<file path="src/shared/mcsc_pkg.sv">
// constants and types for the clock source control block
// Behaviour
// - system and instruction clocks come from selected source via mux, divider, generator
// - after reset the ring oscillator is the selected source
// - after reset the main oscillator runs in ceramic mode
// - rc select instruction turns ceramic off and rc mode on
// - rc select acts only once; later executions change nothing
// - sub-clock pins double as two port bits, chosen by sub-clock control bit
// - stop register bit 2 set stops sub-clock and hands pins to port
// - mode field picks through, divide by two, four or eight
// - select field picks ring, main or sub; pattern 11 never stored
// - selected oscillator cannot stop; stopped oscillator cannot be selected
`default_nettype none
package mcsc_pkg;
	// register byte offsets
	localparam logic [11:0] MODE_OFS = 12'h000;
	localparam logic [11:0] STOP_OFS = 12'h004;
	localparam logic [11:0] CMD_OFS = 12'h008;
	localparam logic [11:0] PORT_OFS = 12'h00C;
	localparam logic [11:0] STAT_OFS = 12'h010;
	// reset values
	localparam logic [3:0] MODE_RST = 4'hC;
	localparam logic [2:0] STOP_RST = 3'h0;
	localparam logic [3:0] PORT_RST = 4'h0;
	// field positions
	localparam int MODE_SEL_LSB = 0;
	localparam int MODE_DIV_LSB = 2;
	localparam int STOP_RING_BIT = 0;
	localparam int STOP_MAIN_BIT = 1;
	localparam int STOP_SUB_BIT = 2;
	localparam int CMD_RC_BIT = 0;
	localparam int CMD_PD_BIT = 1;
	localparam int CMD_DPD_BIT = 2;
	localparam int PORT_DIR_LSB = 2;
	localparam int PORT_PIN_LSB = 4;
	// instruction clock: system clocks per instruction clock period
	localparam int INSTR_DIV = 3;
	typedef enum logic [1:0] {
		SRC_RING = 2'b00,
		SRC_MAIN = 2'b01,
		SRC_SUB = 2'b10,
		SRC_NONE = 2'b11
	} mcsc_src_t;
	typedef enum logic [1:0] {
		DIV_THRU = 2'b00,
		DIV_2 = 2'b01,
		DIV_4 = 2'b10,
		DIV_8 = 2'b11
	} mcsc_div_t;
	typedef enum logic [1:0] {
		MUX_RUN = 2'b00,
		MUX_DRAIN = 2'b01,
		MUX_ARM = 2'b11
	} mcsc_mux_st_t;
endpackage
`default_nettype wire

</file>
<file path="src/rtl/mcsc_clk_mux.sv">
// glitch-free source multiplexer for sampled oscillator levels
`timescale 1ns/100ps
`default_nettype none
module mcsc_clk_mux (
	input wire logic clk_i,
	input wire logic sys_rst_i,
	input wire logic [2:0] src_lvl_i,
	input wire mcsc_pkg::mcsc_src_t sel_i,
	output logic clk_o,
	output mcsc_pkg::mcsc_src_t cur_sel_o,
	output logic busy_o
);
	mcsc_pkg::mcsc_mux_st_t state_r;
	mcsc_pkg::mcsc_src_t cur_r;
	mcsc_pkg::mcsc_src_t tgt_r;
	logic out_r;

	// old source is let finish its high phase, then the new one is joined
	// only while low, so every pulse out is a whole pulse of one source
	always_ff @(posedge clk_i) begin
		if (sys_rst_i) begin
			state_r <= mcsc_pkg::MUX_RUN;
			cur_r <= mcsc_pkg::SRC_RING;
			tgt_r <= mcsc_pkg::SRC_RING;
			out_r <= 1'b0;
		end else begin
			case (state_r)
				mcsc_pkg::MUX_RUN: begin
					out_r <= src_lvl_i[cur_r];
					if (sel_i != cur_r) begin
						tgt_r <= sel_i;
						state_r <= mcsc_pkg::MUX_DRAIN;
					end
				end
				mcsc_pkg::MUX_DRAIN: begin
					out_r <= src_lvl_i[cur_r];
					// target follows late reselects, so a source stopped
					// after it was deselected is never joined
					tgt_r <= sel_i;
					if (!src_lvl_i[cur_r]) begin
						state_r <= mcsc_pkg::MUX_ARM;
					end
				end
				mcsc_pkg::MUX_ARM: begin
					out_r <= 1'b0;
					tgt_r <= sel_i;
					if (!src_lvl_i[tgt_r]) begin
						cur_r <= tgt_r;
						state_r <= mcsc_pkg::MUX_RUN;
					end
				end
				default: begin
					state_r <= mcsc_pkg::MUX_RUN;
				end
			endcase
		end
	end

	assign clk_o = out_r;
	assign cur_sel_o = cur_r;
	assign busy_o = (state_r != mcsc_pkg::MUX_RUN);

	chk_mux_switch_low: assert property (@(posedge clk_i) disable iff (sys_rst_i)
		$changed(cur_r) |-> !$past(out_r) && !out_r)
		else $error("source switched while output high");
	chk_mux_arm_low: assert property (@(posedge clk_i) disable iff (sys_rst_i)
		$past(state_r) == mcsc_pkg::MUX_ARM |-> !out_r)
		else $error("output not parked low between sources");
	cov_mux_switch: cover property (@(posedge clk_i) disable iff (sys_rst_i)
		state_r == mcsc_pkg::MUX_ARM ##1 state_r == mcsc_pkg::MUX_RUN);
endmodule
`default_nettype wire

</file>
<file path="src/rtl/mcsc_top.sv">
// clock source control: apb registers, source mux, divider, port sharing
//
// The implementer's own choices: the APB interface to the registers and the address map.
`timescale 1ns/100ps
`default_nettype none
module mcsc_top #(
	parameter int DIV_W = 3
) (
	input wire logic clk_i,
	input wire logic sys_rst_i,
	input wire logic psel,
	input wire logic penable,
	input wire logic pwrite,
	input wire logic [11:0] paddr,
	input wire logic [31:0] pwdata,
	output logic [31:0] prdata,
	output logic pready,
	output logic pslverr,
	input wire logic ring_osc_i,
	input wire logic main_clock_in_pin_i,
	input wire logic shared_port_bit_low_i,
	output logic shared_port_bit_low_o,
	output logic shared_port_bit_low_oe_n_o,
	input wire logic sub_clock_out_pin_i,
	output logic sub_clock_out_pin_o,
	output logic sub_clock_out_pin_oe_n_o,
	output logic ring_osc_en_o,
	output logic main_osc_en_o,
	output logic main_rc_mode_o,
	output logic sub_osc_en_o,
	output logic sys_clk_o,
	output logic instr_clk_o,
	output logic power_down_o,
	output logic deep_power_down_o
);
	logic [1:0] mode_div_r;
	mcsc_pkg::mcsc_src_t mode_sel_r;
	logic [2:0] stop_r;
	logic [3:0] port_r;
	logic rc_mode_r;
	logic pd_r;
	logic dpd_r;
	logic mux_prev_r;
	logic [DIV_W-1:0] div_cnt_r;
	logic sys_clk_r;
	logic sys_prev_r;
	logic [1:0] instr_cnt_r;
	logic instr_clk_r;
	logic [31:0] prdata_r;
	logic wr_en;
	logic rd_en;
	logic hit;
	logic mux_clk;
	logic mux_rise;
	logic mux_busy;
	logic [2:0] src_lvl;
	logic [2:0] stop_wr;
	logic [1:0] sel_wr;
	mcsc_pkg::mcsc_src_t mux_cur;

	// apb: zero wait states, error on unmapped address
	assign wr_en = psel && penable && pwrite;
	assign rd_en = psel && !penable && !pwrite;
	assign hit = (paddr == mcsc_pkg::MODE_OFS) ||
		(paddr == mcsc_pkg::STOP_OFS) ||
		(paddr == mcsc_pkg::CMD_OFS) ||
		(paddr == mcsc_pkg::PORT_OFS) ||
		(paddr == mcsc_pkg::STAT_OFS);
	assign pready = 1'b1;
	assign pslverr = psel && penable && !hit;
	assign prdata = prdata_r;

	assign sel_wr = pwdata[mcsc_pkg::MODE_SEL_LSB +: 2];
	// running oscillator keeps running: the requested and the still active
	// source are both protected while a switch is in flight
	always_comb begin
		stop_wr = pwdata[2:0];
		stop_wr[mode_sel_r] = 1'b0;
		stop_wr[mux_cur] = 1'b0;
	end

	// clock mode register
	always_ff @(posedge clk_i) begin
		if (sys_rst_i) begin
			mode_div_r <= mcsc_pkg::MODE_RST[mcsc_pkg::MODE_DIV_LSB +: 2];
			mode_sel_r <= mcsc_pkg::SRC_RING;
		end else if (wr_en && paddr == mcsc_pkg::MODE_OFS) begin
			mode_div_r <= pwdata[mcsc_pkg::MODE_DIV_LSB +: 2];
			// 11 and stopped sources are refused, old selection kept
			if (sel_wr != 2'b11 && !stop_r[sel_wr]) begin
				mode_sel_r <= mcsc_pkg::mcsc_src_t'(sel_wr);
			end
		end
	end

	// oscillator stop register, write only
	always_ff @(posedge clk_i) begin
		if (sys_rst_i) begin
			stop_r <= mcsc_pkg::STOP_RST;
		end else if (wr_en && paddr == mcsc_pkg::STOP_OFS) begin
			stop_r <= stop_wr;
		end
	end

	// one-shot rc select; no way back to ceramic short of reset
	always_ff @(posedge clk_i) begin
		if (sys_rst_i) begin
			rc_mode_r <= 1'b0;
		end else if (wr_en && paddr == mcsc_pkg::CMD_OFS &&
			pwdata[mcsc_pkg::CMD_RC_BIT]) begin
			rc_mode_r <= 1'b1;
		end
	end

	// power down requests are one-cycle pulses to the core; the block cannot
	// tell an external clock from a resonator, so that is left to software
	always_ff @(posedge clk_i) begin
		if (sys_rst_i) begin
			pd_r <= 1'b0;
			dpd_r <= 1'b0;
		end else begin
			pd_r <= wr_en && paddr == mcsc_pkg::CMD_OFS &&
				pwdata[mcsc_pkg::CMD_PD_BIT];
			dpd_r <= wr_en && paddr == mcsc_pkg::CMD_OFS &&
				pwdata[mcsc_pkg::CMD_DPD_BIT];
		end
	end

	// port data and direction for the shared pins
	always_ff @(posedge clk_i) begin
		if (sys_rst_i) begin
			port_r <= mcsc_pkg::PORT_RST;
		end else if (wr_en && paddr == mcsc_pkg::PORT_OFS) begin
			port_r <= pwdata[3:0];
		end
	end

	// read data captured in the setup cycle
	always_ff @(posedge clk_i) begin
		if (sys_rst_i) begin
			prdata_r <= 32'h00000000;
		end else if (rd_en) begin
			if (paddr == mcsc_pkg::MODE_OFS) begin
				prdata_r <= {28'h0000000, mode_div_r, mode_sel_r};
			end else if (paddr == mcsc_pkg::PORT_OFS) begin
				prdata_r <= {26'h0000000, sub_clock_out_pin_i,
					shared_port_bit_low_i, port_r};
			end else if (paddr == mcsc_pkg::STAT_OFS) begin
				prdata_r <= {28'h0000000, rc_mode_r, mux_busy, mux_cur};
			end else begin
				prdata_r <= 32'h00000000;
			end
		end
	end

	// sub-clock pins or port bits
	always_comb begin
		if (stop_r[mcsc_pkg::STOP_SUB_BIT]) begin
			shared_port_bit_low_o = port_r[0];
			shared_port_bit_low_oe_n_o = !port_r[mcsc_pkg::PORT_DIR_LSB];
			sub_clock_out_pin_o = port_r[1];
			sub_clock_out_pin_oe_n_o = !port_r[mcsc_pkg::PORT_DIR_LSB + 1];
		end else begin
			// crystal amplifier: drive the inverse of the input back out
			shared_port_bit_low_o = 1'b0;
			shared_port_bit_low_oe_n_o = 1'b1;
			sub_clock_out_pin_o = !shared_port_bit_low_i;
			sub_clock_out_pin_oe_n_o = 1'b0;
		end
	end

	assign ring_osc_en_o = !stop_r[mcsc_pkg::STOP_RING_BIT];
	assign main_osc_en_o = !stop_r[mcsc_pkg::STOP_MAIN_BIT];
	assign sub_osc_en_o = !stop_r[mcsc_pkg::STOP_SUB_BIT];
	assign main_rc_mode_o = rc_mode_r;
	assign power_down_o = pd_r;
	assign deep_power_down_o = dpd_r;

	// stopped oscillators present a flat low level to the mux
	assign src_lvl[0] = ring_osc_i && ring_osc_en_o;
	assign src_lvl[1] = main_clock_in_pin_i && main_osc_en_o;
	assign src_lvl[2] = shared_port_bit_low_i && sub_osc_en_o;

	mcsc_clk_mux u_mux (
		.clk_i(clk_i),
		.sys_rst_i(sys_rst_i),
		.src_lvl_i(src_lvl),
		.sel_i(mode_sel_r),
		.clk_o(mux_clk),
		.cur_sel_o(mux_cur),
		.busy_o(mux_busy)
	);

	assign mux_rise = mux_clk && !mux_prev_r;

	// frequency divider on the muxed source
	always_ff @(posedge clk_i) begin
		if (sys_rst_i) begin
			mux_prev_r <= 1'b0;
			div_cnt_r <= '0;
		end else begin
			mux_prev_r <= mux_clk;
			if (mux_rise) begin
				div_cnt_r <= div_cnt_r + 1'b1;
			end
		end
	end

	always_ff @(posedge clk_i) begin
		if (sys_rst_i) begin
			sys_clk_r <= 1'b0;
		end else if (mode_div_r == mcsc_pkg::DIV_THRU) begin
			sys_clk_r <= mux_clk;
		end else begin
			sys_clk_r <= div_cnt_r[mode_div_r - 2'd1];
		end
	end

	// internal clock generator: instruction clock high one system period
	// out of every INSTR_DIV
	always_ff @(posedge clk_i) begin
		if (sys_rst_i) begin
			sys_prev_r <= 1'b0;
			instr_cnt_r <= 2'd0;
			instr_clk_r <= 1'b0;
		end else begin
			sys_prev_r <= sys_clk_r;
			if (sys_clk_r && !sys_prev_r) begin
				if (instr_cnt_r == 2'(mcsc_pkg::INSTR_DIV - 1)) begin
					instr_cnt_r <= 2'd0;
				end else begin
					instr_cnt_r <= instr_cnt_r + 2'd1;
				end
				instr_clk_r <= (instr_cnt_r == 2'd0);
			end
		end
	end

	assign sys_clk_o = sys_clk_r;
	assign instr_clk_o = instr_clk_r;

	chk_reset_ring: assert property (@(posedge clk_i)
		$past(sys_rst_i) && !sys_rst_i |-> mode_sel_r == mcsc_pkg::SRC_RING)
		else $error("ring oscillator not selected after reset");
	chk_reset_ceramic: assert property (@(posedge clk_i)
		$past(sys_rst_i) && !sys_rst_i |-> !main_rc_mode_o)
		else $error("main oscillator not ceramic after reset");
	chk_rc_select: assert property (@(posedge clk_i) disable iff (sys_rst_i)
		wr_en && paddr == mcsc_pkg::CMD_OFS && pwdata[0] |=> main_rc_mode_o)
		else $error("rc select did not enable rc mode");
	chk_rc_once: assert property (@(posedge clk_i) disable iff (sys_rst_i)
		main_rc_mode_o |=> main_rc_mode_o)
		else $error("rc mode reverted without reset");
	chk_sub_port: assert property (@(posedge clk_i) disable iff (sys_rst_i)
		wr_en && paddr == mcsc_pkg::STOP_OFS && pwdata[2] &&
		mode_sel_r != mcsc_pkg::SRC_SUB && mux_cur != mcsc_pkg::SRC_SUB
		|=> !sub_osc_en_o && sub_clock_out_pin_o == port_r[1])
		else $error("sub-clock stop did not hand pins to port");
	chk_sub_pin_in: assert property (@(posedge clk_i) disable iff (sys_rst_i)
		sub_osc_en_o |-> shared_port_bit_low_oe_n_o)
		else $error("sub-clock input pin driven in oscillator mode");
	chk_sel_not11: assert property (@(posedge clk_i) disable iff (sys_rst_i)
		mode_sel_r != mcsc_pkg::SRC_NONE)
		else $error("select field holds 11");
	chk_sel_running: assert property (@(posedge clk_i) disable iff (sys_rst_i)
		!stop_r[mode_sel_r] && !stop_r[mux_cur])
		else $error("selected oscillator is stopped");
	chk_div_edge: assert property (@(posedge clk_i) disable iff (sys_rst_i)
		$changed(sys_clk_r) && $past(mode_div_r, 2) != mcsc_pkg::DIV_THRU &&
		$past(mode_div_r, 2) == mode_div_r && $past(mode_div_r) == mode_div_r
		|-> $past(mux_rise, 2))
		else $error("divided clock moved without a source edge");
	cov_rc: cover property (@(posedge clk_i) disable iff (sys_rst_i)
		$rose(main_rc_mode_o));
	cov_div8: cover property (@(posedge clk_i) disable iff (sys_rst_i)
		mode_div_r == mcsc_pkg::DIV_8 && $rose(sys_clk_r));
	cov_port: cover property (@(posedge clk_i) disable iff (sys_rst_i)
		$fell(sub_osc_en_o));
endmodule
`default_nettype wire

</file>
<file path="config.mk">
export PLATFORM = sky130hd
export DESIGN_NAME = mcsc_top
export DESIGN_NICKNAME = d
export VERILOG_FILES = /design/src/shared/mcsc_pkg.sv /design/src/rtl/mcsc_clk_mux.sv /design/src/rtl/mcsc_top.sv
export SDC_FILE = /design/constraint.sdc
export NUM_CORES = 1
export LEC_CHECK = 0
export CORE_UTILIZATION = 53
export CTS_BUF_LIST = sky130_fd_sc_hd__clkbuf_2
export CTS_CLUSTER_DIAMETER = 80
export DETAILED_ROUTE_END_ITERATION = 10
export DONT_BUFFER_PORTS = 1
export PLACE_DENSITY = 0.69
export SETUP_SLACK_MARGIN = 0.4
export SLEW_MARGIN = 20
export SYNTH_ARGS = -nofsm -noshare
export SYNTH_HDL_FRONTEND = slang
export SYNTH_SLANG_ARGS = --single-unit
</file>
<file path="constraint.sdc">
create_clock -name clk_i -period 1.2 [get_ports clk_i]
set_input_delay 0.12 -clock clk_i [delete_from_list [all_inputs] [get_ports clk_i]]
set_output_delay 0.12 -clock clk_i [all_outputs]
set_load 0.05 [all_outputs]
</file>
# Word-level counts from Yosys, hierarchy flattened
# Index checks and enable logic that the tools add are counted.
# totals
ramBits	0
rom_bits	0
memories	0
latch_bits	0
regBits	62
# op_classes
order_cmp	7
n_mux	28
shifts	0
reduce_logical	49
div	0
n_addsub	3
bitwise_logic	5
eq_ne	12
n_mul	0
# ops
operator	n
$eq A12 B4 Y1 const B	2
$logic_and A1 B1 Y1	20
$lt A2 B3 Y1 const B	5
$eq A12 B3 Y1 const B	1
$eq A12 B5 Y1 const B	1
$logic_not A1 Y1	12
$logic_not A12 Y1	1
$mux W6	2
$mux W1	11
$mux W2	5
$bmux W1 S2	4
$and A3 B3 Y3	2
$logic_not A2 Y1	3
$ne A2 B2 Y1 const B	3
$not A3 Y3	2
$pmux W2 S3	1
$reduce_and A2 Y1	3
$reduce_bool A2 Y1	3
$demux W1 S2	2
$eq A2 B2 Y1 const B	2
$ge A2 B1 Y1 const B	2
$logic_or A1 B1 Y1	4
$mux W4	1
$pmux W2 S2	1
10 further kinds	11

# Logic depth before layout (Yosys ltp)
# logic_depth
word_depth	7
ltp_mapped	6
mapped_depth_nobuf	6

# By module
# A second synthesis with hierarchy kept.
# unflattened
cells_unflattened	235
hier_area_um2	2030.7
# modules_own_cells
module	cells_each	instances	area_each_um2
mcsc_top	198	1	1676.6
mcsc_clk_mux	37	1	354.1

# Worst setup path after synthesis
# Ideal clock, no wire load.
# synth_path
path_kind	reg2out
from	register stop_r[2]
to	output sub_clock_out_pin_o
t_arrival_ps	1701
t_required_ps	1080
n_path_buf	0
path_stages_with_launch	3
slack_ps	-621
path_cell_list	dfxtp_1 -> nand2b_1 -> a21boi_0
# synth_between
elab_chain_len	1
# synth_rtl
element	line_no	rtl
start, declared	mcsc_top.sv:38	logic [2:0] stop_r;
start signal, assigned	mcsc_top.sv:99	stop_r <= mcsc_pkg::STOP_RST;
start signal, assigned	mcsc_top.sv:101	stop_r <= stop_wr;
$mux W1	mcsc_top.sv:158	if (stop_r[mcsc_pkg::STOP_SUB_BIT]) begin
end, declared	mcsc_top.sv:25	output logic sub_clock_out_pin_o,
# Every way passes these cells.

# Worst setup path after layout
# Ends and elaborated chain as after synthesis.

==> impl_metrics.csv <==
group,metric,value,unit
run_status,status,"finished, violations left",
run_status,violations,"negative hold slack, negative setup slack",
routing,drt_iter0_markers,139,
cts,cts.sinks,35,
timing,finalMaxSlewViolations,0,
logic_synthesis,synthAdderAreaFrac,0.0127,
logic_synthesis,synth_compound_area_frac,0.151,
cts,postCtsHoldBufs,6,
timing,final_hold_viol_count,17,
logic_synthesis,synth_xor_xnor_area_share,0.0177,
logic_synthesis,synthDistinctLibCells,50,
logic_synthesis,synth_top_family_by_area,"simple AND/OR/NAND/NOR gates",
cts,clkLatencyLatePin,0.41,ns
global_routing,grt_usage,0.308,
floorplanning,ioPinCount,99,
cts,path_clk_slew,0.19,ns
final_layout,layout.nets,338,
hold_path,min_path_type,"input pin to register",
worst_setup_path,start_kind,"register",
logic_synthesis,netlist_top_cells_area,"dfxtp_1 (35%), buf_4 (10%), mux2i_1 (5.6%)",
final_layout,antenna_cells,0,
routing,route.vias.total,1931,
global_routing,antenna_found_initial,0,
logic_synthesis,yosys.area_share.simple,0.258,
worst_setup_path,critPathMaxFanout,5,
final_layout,syn2layout_area_growth,44.3,%
floorplanning,start_util,0.574,
worst_setup_path,critPathArrivalTime,1.33,ns
logic_synthesis,yosysTopAreaCell,"dfxtp_1",
hold_path,holdPathStages,1,
pwr,powerDensity,807,nW/µm²
cts,cts_inserted_buffers,5,
timing,finalCritPeriodShare,1.21,
logic_synthesis,seq_area_frac_synth,0.354,
global_routing,gr-total-overflow,0,
cts,tritoncts,"yes",
logic_synthesis,synth_edf_count,0,
final_layout,drive_above_1_share,0.444,
logic_synthesis,syn_area_per_cell,8.34,µm²
timing,clock_skew,0.0121,ns
worst_setup_path,cp-end-kind,"primary output",
final_layout,fillers,209,
timing,setup_violations,11,
floorplanning,dieHeight,63.1,µm
logic_synthesis,syn-instance-count,237,
timing,rsz0062_at_grt,"yes",
floorplanning,rows,21,
placement,place_hpwl,3600,µm
floorplanning,dieArea,3980,µm²
placement,io_buffers,0,
logic_synthesis,synthFlopType,"dfxtp_1",
cts,ctsLongestPathBuffers,2,
final_layout,final_util,0.829,
routing,drc_errors,0,
worst_setup_path,crit_type,"register to primary output",
floorplanning,coreArea,3440,µm²
routing,postRouteAntennaNets,0,
global_routing,grt_pass1_wl,9330,µm
flow_run,cap_violations,0,
worst_setup_path,r2r_cells,7,
timing,hold_slack,-0.265,ns
logic_synthesis,synth_seq_cells,35,
routing,drt_first_pass_iters,4,
logic_synthesis,synth_top_cell_area_share,0.354,
pwr,leakagePower,1.10,nW
floorplanning,die_x,63.1,µm
global_routing,grt_pass1_vias,1920,
logic_synthesis,netlist_area,1980,µm²
timing,fin_ws,-0.255,ns
routing,wl_per_cell,17.3,µm
logic_synthesis,yosys_warnings,0,
pwr,ir_worst_vdd,799,µV
global_routing,grt_max_degree,21,
logic_synthesis,synth_mux_area_frac,0.0614,
cts,htreeDepth,2,
routing,drt_wl_total,5700,µm
cts,cts_root_buffer,"clkbuf_2",
worst_setup_path,cp.required,1.08,ns
timing,max_freq,687,MHz
placement,gp_congestion,0.890,
timing,fin_crit,1.45,ns
logic_synthesis,async_flop_share,0,
routing,drt-vias-per-instance,5.85,
placement,dp_slack,-0.158,ns
-- where the power goes --
group / total, W / internal, W / switching [W] / leakage, nW
logic: 0.000373 / 0.0000969 / 0.000276 / 0.759
clock network: 0.000773 / 0.000343 / 0.000431 / 0.0404
registers: 0.00115 / 0.00115 / 0.00000950 / 0.297
-- worst max-delay path, cell delays in order, from the launching register on --
cell and delay (ns):
dfxtp_4 0.43, nand2b_4 0.14, a21boi_4 0.20, buf_12 0.15
-- repair_timing --
action | CTS | global route
pin swaps | 32 | 17
hold endpoints to repair | 29 | 17
endpoints found under the setup margin | 45 | 51
buffers inserted | 13 | 2
gates resized for setup | 77 | 17
-- sequential cells by signal (all words and copies together), names as in the netlist --
| signal | count |
|---|---|
| prdata | 6 |
| u_mux.clk_o | 1 |
| main_rc_mode_o | 1 |
| stop_r | 3 |
| mux_prev_r | 1 |
| mode_div_r | 2 |
| div_cnt_r | 3 |
| u_mux.tgt_r | 2 |
| mode_sel_r | 2 |
| sys_prev_r | 1 |
| instr_cnt_r | 2 |
| u_mux.state_r | 2 |
| deep_power_down_o | 1 |
| sys_clk_o | 1 |
| power_down_o | 1 |
| port_r | 4 |
| u_mux.cur_sel_o | 2 |
-- final timing paths --
path | startpoint | end | slack [ns]
max | stop_r[2]$_SDFFE_PP0P_ | sub_clock_out_pin_o | -0.25
min | sys_rst_i | stop_r[1]$_SDFFE_PP0P_ | -0.26
max reg2reg | stop_r[2]$_SDFFE_PP0P_ | u_mux.clk_o$_SDFFE_PP0P_ | -0.18
min reg2reg | port_r[0]$_SDFFE_PP0P_ | port_r[0]$_SDFFE_PP0P_ | 0.48
-- layout by cell type, fill, tap and decap left out, types with 8 or more instances in the layout --
cell type	instances
nor2_1	15
dfxtp_1	10
conb_1	27
buf_4	21
dfxtp_4	13
dfxtp_2	12
buf_6	9
mux2i_1	10
buf_8	8
nand2_1	22
-- layout make-up --
cell class | count | area [µm²] | area share
timing repair buffer | 48 | 519 | 0.182
clock inverter | 3 | 38.8 | 0.0136
sequential | 35 | 764 | 0.268
clock buffer | 5 | 25.0 | 0.00877
inverter | 13 | 62.6 | 0.0219
multi-input combinational | 180 | 1390 | 0.486
tap | 46 | 57.6 | 0.0202
-- routing by layer --
layer	GRT usage	routed length [µm]	up-vias
met5	0	0	-
met4	0.142	216	0
met3	0.0851	460	25
met2	0.530	2900	120
met1	0.350	2130	911
li1	-	-	875
-- per-stage QoR --
stage / power (W) / std cells / area (µm²) / setup TNS (ns)
6_report: 0.00230 / 330 / 2850 / -1.49
3_3_place_gp: 0.00151 / 301 / 2290 / -0.649
3_5_place_dp: 0.00151 / 301 / 2290 / -1.17
5_1_grt: 0.00238 / 330 / 2850 / -2.01
2_1_floorplan: 0.00155 / 262 / 2240 / -0.231
4_1_cts: 0.00228 / 328 / 2760 / -0.773
-- synthesized netlist by cell type, drive strengths merged (4+ instances only) --
master and count:
o31ai 4, a21oi 9, inv 12, clkbuf 4
nand3 4, and2 4, nor2b 7, o22ai 4
o21ai 9, buf 30, mux2i 11, dfxtp 35
nand2 26, nor3 5, or3 4, nand3b 4
nor2 19, nand4 4
-- kinds of logic (layout without fill, tap and decap cells) --
kind of cell / after synthesis / in the layout
muxes: 12 / 12
and+or+nand+nor: 91 / 91
other: 2 / 27
adders and majority gates: 2 / 2
DFF: 35 / 35
AOI/OAI and AO/OA: 44 / 44
buffers and inverters: 47 / 69
xor gates and xnor gates: 4 / 4
(Power assumes the default switching activity.)
